[src/rtl/dbam_defines.svh]
// Offsets, field positions, reset values and timing counts of the drop bus alarm monitor
`ifndef DBAM_DEFINES_SVH
`define DBAM_DEFINES_SVH

`define DBAM_ADDR_CFG        8'h1D
`define DBAM_ADDR_LIVE       8'h60
`define DBAM_ADDR_MF         8'h61
`define DBAM_ADDR_LATCH      8'h62

`define DBAM_CFG_PTR_EN      0
`define DBAM_CFG_E1_SEL      1
`define DBAM_CFG_VC4         2
`define DBAM_CFG_V1SEL       3
`define DBAM_CFG_EDGE_LO     4
`define DBAM_CFG_EDGE_HI     5
`define DBAM_CFG_ODD_PAR     6
`define DBAM_CFG_RESET       8'h11
`define DBAM_CFG_MASK        8'h7F

`define DBAM_AIS_BYTE        8'hFF
`define DBAM_LOC_CYCLES      56
`define DBAM_MF_GOOD_FRAMES  4
`define DBAM_LOM_TIME_NS     1000000
`define DBAM_CLK_PERIOD_NS   5

`endif

[src/rtl/dbam_pkg.sv]
// Types shared by the drop bus alarm monitor
package dbam_pkg;

  typedef enum logic [1:0] {
    DBAM_EDGE_NONE = 2'h0,
    DBAM_EDGE_RISE = 2'h1,
    DBAM_EDGE_FALL = 2'h2,
    DBAM_EDGE_BOTH = 2'h3
  } dbam_edge_t;

  typedef logic [1:0] dbam_seg_t;

endpackage : dbam_pkg

[src/rtl/dbam_monitor.sv]
// Drop bus alarm monitor: AIS, parity, loss of clock, H4 multiframe and latched alarms
//
// Our own choice: the plain strobed port.
`include "dbam_defines.svh"

module dbam_monitor #(
  parameter int NUM_CH     = 8,
  parameter int LOC_CYCLES = `DBAM_LOC_CYCLES,
  parameter int LOM_CYCLES = `DBAM_LOM_TIME_NS / `DBAM_CLK_PERIOD_NS
) (
  input  wire logic                          core_clk_i,
  input  wire logic                          nrst_i,
  input  wire logic                          drop_bus_clock_i,
  input  wire logic [7:0]                    drop_data_i,
  input  wire logic                          drop_parity_i,
  input  wire dbam_pkg::dbam_seg_t           drop_seg_i,
  input  wire logic                          drop_h1_i,
  input  wire logic                          drop_h2_i,
  input  wire logic                          drop_e1_i,
  input  wire logic                          drop_h4_i,
  input  wire logic [2*NUM_CH-1:0]           chan_seg_i,
  input  wire logic [7:0]                    addr_i,
  input  wire logic [7:0]                    wr_data_i,
  input  wire logic                          wr_stb_i,
  input  wire logic                          rd_stb_i,
  output logic      [7:0]                    rd_data_o,
  output logic      [NUM_CH-1:0]             channel_pointer_lost_o
);
  import dbam_pkg::*;

  localparam int LOCW = $clog2(LOC_CYCLES + 1);
  localparam int LOMW = $clog2(LOM_CYCLES + 1);
  localparam logic [LOCW-1:0] LOC_LAST = LOCW'(LOC_CYCLES - 1);
  localparam logic [LOMW-1:0] LOM_LAST = LOMW'(LOM_CYCLES - 1);
  localparam logic [2:0]      MF_GOOD  = 3'(`DBAM_MF_GOOD_FRAMES);

  typedef struct packed {
    logic                   clk_s1;
    logic                   clk_s2;
    logic                   clk_prev;
    logic [14:0]            bus_s1;
    logic [14:0]            bus_s2;
    logic [7:0]             cfg;
    logic [LOCW-1:0]        loc_cnt;
    logic                   loc;
    logic                   par;
    logic [2:0]             h1_ff;
    logic [2:0]             ptr_ais;
    logic [2:0]             e1_ais;
    logic [2:0]             ais;
    logic [2:0]             oom;
    logic [2:0]             lom;
    logic [2:0][1:0]        mf_prev;
    logic [2:0][2:0]        mf_run;
    logic [2:0][LOMW-1:0]   lom_cnt;
    logic [4:0]             live_prev;
    logic [4:0]             latched;
    logic [7:0]             rdata;
    logic [NUM_CH-1:0]      lop;
  } dbam_state_t;

  dbam_state_t q_reg;
  dbam_state_t q_next;

  logic       clk_edge;
  logic       clk_rise;
  logic [7:0] bdata;
  logic       bpar;
  dbam_seg_t  bseg;
  logic       bh1;
  logic       bh2;
  logic       be1;
  logic       bh4;
  logic       par_err;
  logic [4:0] live_word;
  logic [4:0] trans;
  dbam_edge_t edge_mode;
  logic       rd_latch;

  assign clk_edge  = q_reg.clk_s2 != q_reg.clk_prev;
  assign clk_rise  = q_reg.clk_s2 & ~q_reg.clk_prev;
  assign bdata     = q_reg.bus_s2[7:0];
  assign bpar      = q_reg.bus_s2[8];
  assign bseg      = q_reg.bus_s2[10:9];
  assign bh1       = q_reg.bus_s2[11];
  assign bh2       = q_reg.bus_s2[12];
  assign be1       = q_reg.bus_s2[13];
  assign bh4       = q_reg.bus_s2[14];
  assign par_err   = (^{bdata, bpar}) != q_reg.cfg[`DBAM_CFG_ODD_PAR];
  assign live_word = {q_reg.ais, q_reg.par, q_reg.loc};
  assign edge_mode = dbam_edge_t'(q_reg.cfg[`DBAM_CFG_EDGE_HI:`DBAM_CFG_EDGE_LO]);
  assign rd_latch  = rd_stb_i && (addr_i == `DBAM_ADDR_LATCH);
  assign trans     = ((edge_mode == DBAM_EDGE_RISE || edge_mode == DBAM_EDGE_BOTH) ?
                      (live_word & ~q_reg.live_prev) : 5'h00) |
                     ((edge_mode == DBAM_EDGE_FALL || edge_mode == DBAM_EDGE_BOTH) ?
                      (~live_word & q_reg.live_prev) : 5'h00);

  always_comb begin
    logic       hit;
    logic       match;
    logic [2:0] run;
    dbam_seg_t  cs;
    hit   = 1'b0;
    match = 1'b0;
    run   = 3'h0;
    cs    = 2'h0;
    q_next = q_reg;
    q_next.clk_s1   = drop_bus_clock_i;
    q_next.clk_s2   = q_reg.clk_s1;
    q_next.clk_prev = q_reg.clk_s2;
    q_next.bus_s1   = {drop_h4_i, drop_e1_i, drop_h2_i, drop_h1_i, drop_seg_i,
                       drop_parity_i, drop_data_i};
    q_next.bus_s2   = q_reg.bus_s1;

    // Core clock counts time since the last drop clock transition
    if (clk_edge) begin
      q_next.loc_cnt = '0;
      q_next.loc     = 1'b0;
    end else if (q_reg.loc_cnt == LOC_LAST) begin
      q_next.loc = 1'b1;
    end else begin
      q_next.loc_cnt = q_reg.loc_cnt + 1'b1;
    end

    if (clk_rise) begin
      q_next.par = par_err;
    end

    for (int s = 0; s < 3; s++) begin
      hit = clk_rise && (bseg == dbam_seg_t'(s + 1));
      if (hit && bh1) begin
        q_next.h1_ff[s] = bdata == `DBAM_AIS_BYTE;
      end
      if (hit && bh2) begin
        q_next.ptr_ais[s] = q_reg.h1_ff[s] && (bdata == `DBAM_AIS_BYTE);
      end
      if (hit && be1) begin
        q_next.e1_ais[s] = bdata == `DBAM_AIS_BYTE;
      end
      q_next.ais[s] = (q_reg.cfg[`DBAM_CFG_PTR_EN] & q_reg.ptr_ais[s]) |
                      (q_reg.cfg[`DBAM_CFG_E1_SEL] & q_reg.e1_ais[s]);
      if (s != 0 && q_reg.cfg[`DBAM_CFG_VC4]) begin
        q_next.ais[s] = 1'b0;
      end

      // H4 multiframe tracking per segment
      if (q_reg.cfg[`DBAM_CFG_V1SEL]) begin
        q_next.oom[s]     = 1'b0;
        q_next.lom[s]     = 1'b0;
        q_next.mf_run[s]  = 3'h0;
        q_next.lom_cnt[s] = '0;
      end else begin
        if (q_reg.oom[s] && !q_reg.lom[s]) begin
          if (q_reg.lom_cnt[s] == LOM_LAST) begin
            q_next.lom[s] = 1'b1;
          end else begin
            q_next.lom_cnt[s] = q_reg.lom_cnt[s] + 1'b1;
          end
        end
        if (hit && bh4) begin
          match = bdata[1:0] == q_reg.mf_prev[s] + 2'h1;
          q_next.mf_prev[s] = bdata[1:0];
          if (!q_reg.oom[s]) begin
            if (!match) begin
              q_next.oom[s]    = 1'b1;
              q_next.mf_run[s] = 3'h1;
            end
          end else begin
            run = match ? q_reg.mf_run[s] + 3'h1 : 3'h1;
            q_next.mf_run[s] = run;
            if (run == MF_GOOD) begin
              q_next.oom[s]     = 1'b0;
              q_next.lom[s]     = 1'b0;
              q_next.lom_cnt[s] = '0;
              q_next.mf_run[s]  = 3'h0;
            end
          end
        end
      end
    end

    for (int c = 0; c < NUM_CH; c++) begin
      cs = chan_seg_i[2*c +: 2];
      q_next.lop[c] = (cs != 2'h0) && q_reg.lom[cs - 2'h1];
    end

    // Register bus
    q_next.live_prev = live_word;
    q_next.rdata     = 8'h00;
    if (rd_stb_i) begin
      unique case (addr_i)
        `DBAM_ADDR_CFG:   q_next.rdata = q_reg.cfg;
        `DBAM_ADDR_LIVE:  q_next.rdata = {3'h0, live_word};
        `DBAM_ADDR_MF:    q_next.rdata = {2'h0, q_reg.oom, q_reg.lom};
        `DBAM_ADDR_LATCH: q_next.rdata = {3'h0, q_reg.latched};
        default:          q_next.rdata = 8'h00;
      endcase
    end
    q_next.latched = (rd_latch ? 5'h00 : q_reg.latched) | trans;
    if (wr_stb_i && addr_i == `DBAM_ADDR_CFG) begin
      q_next.cfg = wr_data_i & `DBAM_CFG_MASK;
    end
  end

  always_ff @(posedge core_clk_i or negedge nrst_i) begin
    if (!nrst_i) begin
      q_reg     <= '0;
      q_reg.cfg <= `DBAM_CFG_RESET;
    end else begin
      q_reg <= q_next;
    end
  end

  assign rd_data_o              = q_reg.rdata;
  assign channel_pointer_lost_o = q_reg.lop;
endmodule : dbam_monitor

[config.mk]
export PLATFORM = sky130hd
export DESIGN_NAME = dbam_monitor
export DESIGN_NICKNAME = d
export VERILOG_FILES = /design/src/rtl/dbam_pkg.sv /design/src/rtl/dbam_monitor.sv
export VERILOG_INCLUDE_DIRS = /design/src /design/src/rtl
export SDC_FILE = /design/constraint.sdc
export NUM_CORES = 1
export LEC_CHECK = 0
export ABC_AREA = 1
export BUFFER_PORTS_ARGS = -buffer_cell sky130_fd_sc_hd__buf_4
export CORE_MARGIN = 5
export CORE_UTILIZATION = 40
export CTS_CLUSTER_DIAMETER = 50
export DETAILED_ROUTE_END_ITERATION = 10
export PLACE_DENSITY = 0.61
export SLEW_MARGIN = 10
export SYNTH_ARGS = -nofsm -noshare
export SYNTH_HDL_FRONTEND = slang
export SYNTH_SLANG_ARGS = --single-unit
[constraint.sdc]
create_clock -name core_clk_i -period 1.75 [get_ports core_clk_i]
set_clock_uncertainty 0.05 [all_clocks]
set_input_delay 0.4375 -clock core_clk_i [delete_from_list [all_inputs] [get_ports core_clk_i]]
set_output_delay 0.4375 -clock core_clk_i [all_outputs]
set_load 0.005 [all_outputs]
### Word level (Yosys, flattened, before mapping)

Index checks and enable logic that the tools add are counted.

| storage, ports and cells | value |
|---|---|
| register bits | 161 |
| input bits | 52 |
| word-level logic and storage cells | 257 |

| operators by class | value |
|---|---|
| add/sub/neg operators | 18 |
| $lt $le $gt $ge | 8 |
| eq/ne operators | 27 |
| mux-type cells | 95 |
| bitwise logic cells | 18 |
| reductions and logical operators | 55 |

Operator list:

| kind | number |
|---|---|
| 18-bit two-way mux | 18 |
| 18-bit by 1-bit adder with 18-bit output (second input constant) | 3 |
| 18-bit == test (second input constant) | 3 |
| 3-bit two-way mux | 18 |
| 1-bit two-way mux | 44 |
| 1-bit logical AND | 31 |
| 7-bit case mux with 4 select lines | 1 |
| 8-bit by 7-bit == test with 1-bit output (second input constant) | 3 |
| 2-bit by 3-bit < comparator with 1-bit output (second input constant) | 8 |
| 2-bit nonzero test | 12 |
| 1-bit binary-select mux with 2-bit select | 8 |
| 2-bit by 1-bit subtractor with 2-bit output (second input constant) | 8 |
| 5-bit two-way mux | 3 |
| 7-bit two-way mux | 2 |
| 2-bit AND reduction | 6 |
| 5-bit bitwise AND | 2 |
| 5-bit NOT | 2 |
| 5-bit OR | 2 |
| 3-bit by 1-bit adder with 3-bit output (second input constant) | 3 |
| 3-bit == test (second input constant) | 3 |
| 3-bit inequality test (second input constant) | 3 |
| 9-bit parity | 1 |
| 2-bit == test (second input constant) | 4 |
| 8-bit by 5-bit == test with 1-bit output (second input constant) | 1 |
| other kinds (14) | 32 |

### Logic depth before layout (Yosys ltp)

| logic depth | value |
|---|---|
| word-level depth | 8 |
| depth in mapped cells | 10 |

### Worst setup path before layout

OpenSTA, ideal clock, no wires.

| timing path | value |
|---|---|
| kind | reg-to-reg |
| start | register q_reg[159] (netlist bit) |
| end | register q_reg[87] (netlist bit) |
| setup time | 0.076 ns |
| arrival time | 1.330 ns |
| required time | 1.624 ns |
| path slack | 0.293 ns |
| stages on the path, launching flop included | 9 |
| buffers on the path | 0 |
| clock period less this slack | 1.457 ns |
| cells stage by stage | dfrtp_1 > inv_1 > ha_1 > nand3_1 > nor2_1 > inv_1 > nor2_2 > nand3_1 > o21ai_1 |

| on the way | value |
|---|---|
| word-level cells in the longest chain between the ends | 6 |

Ends and longest elaborated chain:

| element | line | text |
|---|---|---|
| start, declared | dbam_monitor.sv:62 | `dbam_state_t q_reg;` |
| start signal, assigned | dbam_monitor.sv:210 | `q_reg <= q_next;` |
| 1-bit NOT | dbam_monitor.sv:81 | `assign clk_rise = q_reg.clk_s2 & ~q_reg.clk_prev;` |
| 1-bit bitwise AND | dbam_monitor.sv:81 |  |
| named net clk_rise | dbam_monitor.sv:66 | `logic clk_rise;` |
| 1-bit logical AND | dbam_monitor.sv:130 | `hit = clk_rise && (bseg == dbam_seg_t'(s + 1));` |
| 1-bit logical AND | dbam_monitor.sv:160 | `if (hit && bh4) begin` |
| 2-bit nonzero test (no line) | - |  |
| 2-bit AND reduction (no line) | - |  |

The timed path passes the listed nets, and every way through them passes these cells.
A chain may end at the register's enable or synchronous reset.

==> summary.txt <==
CTS
  – CTS H-tree depth: 4
  – Worst-skew pair later-pin latency: between 0.4 and 0.5 ns
  – Root Driver: clkbuf_16
  – Total CTS buffers: 17
  – Max Buffers Root-to-Sink: 2
  – Clock sink count: 160
  – Worst-path clk slew: ~0.07 ns
  – CTS tree: done

Power and ir drop
  – Peak VDD IR: around 600 uV
  – Pwr Density: 809 nW/um^2
  – Tot Pwr: between 8 and 9 mW
  – Leak Pwr: around 4.7 nW

Detailed routing
  – Top sig layer: met4
  – Mean routed wirelength per cell: roughly 12 um
  – Pre-antenna DRT Iters: 4
  – DR WL met2: 8220 um
  – Detailed Route WL: around 18000 um
  – Routed via count: roughly 7000
  – DRC viols: 0
  – Post-Route M1 WL: around 8800 um
  – Vias per cell: between 4 and 5
  – DR iter-0 viols: roughly 380
  – Wire length on met3: 597 um
  – Post-route ant nets: 0

Floorplan
  – Die Ht: ~160 um
  – Core Box Area: around 21000 sq um
  – Initial Utilization: 40.7%
  – Top Ports: 68
  – Rows: 53
  – Die W: between 150 and 200 um
  – Die Area: roughly 24000 sq um

Synth
  – Number of synthesized flops with an enable pin: 0
  – Area contributors post-synth: dfrtp_1, nand2_1, nor2_1
  – Count leader, synth: nand2_1
  – Ys flop type: dfrtp_1
  – Flops & latches, synth: 160
  – Synth cell count leaders: nand2_1, nor2_1, dfrtp_1
  – Area of the mapped netlist: ~8600 sq um
  – Synth cell types: 40
  – Mean Syn Cell Area: 7.69 sq um
  – Mapped Cells: around 1100
  – Post-synth ARST share: 100%
  – Ys Warns: 0
  – Yosys top cell area share: 46.1%
  – Syn nets: about 1200
  – Sequential fraction of the synthesis area: between 40% and 50%
  – Leading area contributor after synthesis: dfrtp_1

Critical path
  – CP max FO: 19
  – Reg2reg end: q_reg[78]
  – Worst path arrival time: 1.87 ns
  – Startpoint types: flop
  – Worst setup EP type: flop
  – Crit Path Category: flop to flop
  – Crit path from: q_reg[86]
  – FF-to-FF Start: q_reg[86]
  – R2R depth: 6
  – FF-to-FF setup slack: between 0.1 and 0.15 ns
  – Worst Setup EP: q_reg[78]
  – Worst EP required: between 2 and 2.5 ns

Finish
  – Share of layout cells above drive strength 1: between 10% and 20%
  – Nets@finish: 1264
  – Largest register FFs: around 110
  – Fillers: roughly 2000
  – Final Cell Area: ~10000 sq um
  – Fin cells: 1484
  – Area growth, synth to finish: 17.9%
  – # diodes: 0

Global routing
  – Gr usage total: between 10% and 20%
  – Final global-route overflow total: 0
  – Initial antenna violation count: 0
  – Global-route wire length before repair: 31900 um
  – Vias in the first global route: around 7000
  – Largest net degree at the start of global routing: 42

Job
  – Total of max-cap violations: 0

Placed design
  – Post-Place Cells: 1450
  – DPL Wire Length: ~13000 um
  – Post-placement cell area: 9440 sq um
  – Routability cong.: just under 0.9
  – Port bufs: 65

Hold path
  – Hold Path Class: input port to flop

STA
  – Tcrit/Tclk final: 92.2%
  – Final Setup Violations: 0
  – Final Hold Viols: 0
  – Max Slew Vio Count: 0
  – Fmax: slightly above 0.6 GHz
  – Fin Hold WS: around 0.06 ns
  – Crit path time final: between 1.5 and 2 ns
  – Fin Setup TNS: 0 ns
  – RSZ-0062 raised after global routing: yes

Run status
  – Status: complete, no violations
[worst max-delay path, cell delays in order (launching register included)]
cell and delay (ns):
dfrtp_1 0.40, ha_1 0.22, xnor2_1 0.13, nor2_1 0.23, nand4_2 0.22, nand2_8 0.19
nor2_1 0.07
[layout make-up]
| class | count | area [sq um] | area share [%] |
|---|---|---|---|
| Tap cell | 275 | 344 | 3.40 |
| Clock inverter | 15 | 183 | 1.81 |
| Sequential cell | 160 | 4010 | 39.6 |
| Timing Repair Buffer | 94 | 762 | 7.53 |
| Inverter | 141 | 529 | 5.23 |
| Multi-Input combinational cell | 782 | 3870 | 38.2 |
| Clock buffer | 17 | 425 | 4.20 |
[how the worst min path moves through the flow]
stage	startpoint	to	depth (start not counted)
after detailed placement	q_next[133]	bdata[4]	0
after global routing	drop_e1_i	q_next[142]	1
final	drop_data_i[5]	q_next[134]	1
after CTS	drop_h1_i	q_next[140]	1
after global placement	q_next[132]	bdata[3]	0
after floorplan	nrst_i	bdata[0]	0
[per-layer routing]
| metal | track usage, % | vias up |
|---|---|---|
| li1 | - | 3698 |
| met1 | 21.3 | 3225 |
| met2 | 25.5 | 89 |
| met3 | 3.32 | 7 |
| met4 | 4.17 | 0 |
| met5 | 0 | - |
[cell families after synthesis]
kind of cell / count (synthesis) / share of synthesized area, %
xor gates and xnor gates: 37 / 3.78
and+or+nand+nor: 621 / 31.5
other: 1 / 0.0437
adders and majority gates: 16 / 2.33
DFF: 160 / 46.7
AOI/OAI and AO/OA: 105 / 6.58
muxes: 2 / 0.262
buffers and inverters: 173 / 8.82
[layout by cell type, fill, tap and decap left out, drive strengths merged, types with 21 or more instances in the layout]
master,netlist,routed
a21oi,21,21
buf,27,93
dfrtp,158,158
inv,140,149
nand2,290,290
nand3,97,97
nand4,27,27
nor2,175,175
o21ai,67,67
xor2,26,26
[stage by stage]
| stage | worst slack, ns | util, % |
|---|---|---|
| 4_1_cts | 0.0334 | 47.7 |
| 2_1_floorplan | 0.293 | - |
| 3_5_place_dp | 0.0226 | 44.8 |
| 5_1_grt | -0.0273 | 48.0 |
| 6_report | 0.136 | 48.0 |
| 3_3_place_gp | 0.101 | 44.8 |
[power by group]
| part | total (mW) | switching [mW] | internal, mW |
|---|---|---|---|
| registers | 3.87 | 0.0732 | 3.80 |
| logic | 0.555 | 0.327 | 0.228 |
| clock network | 3.76 | 1.71 | 2.06 |
| total | 8.19 | 2.11 | 6.08 |
[timing repair]
| action | CTS | global route |
|---|---|---|
| hold buffers | 1 | 0 |
| endpoints found under the hold margin | 33 | 0 |
| resized for setup | 0 | 13 |
| buffers inserted | 0 | 1 |
| setup endpoints to repair | 0 | 56 |
Note: power is estimated with default switching activity, not from simulation.
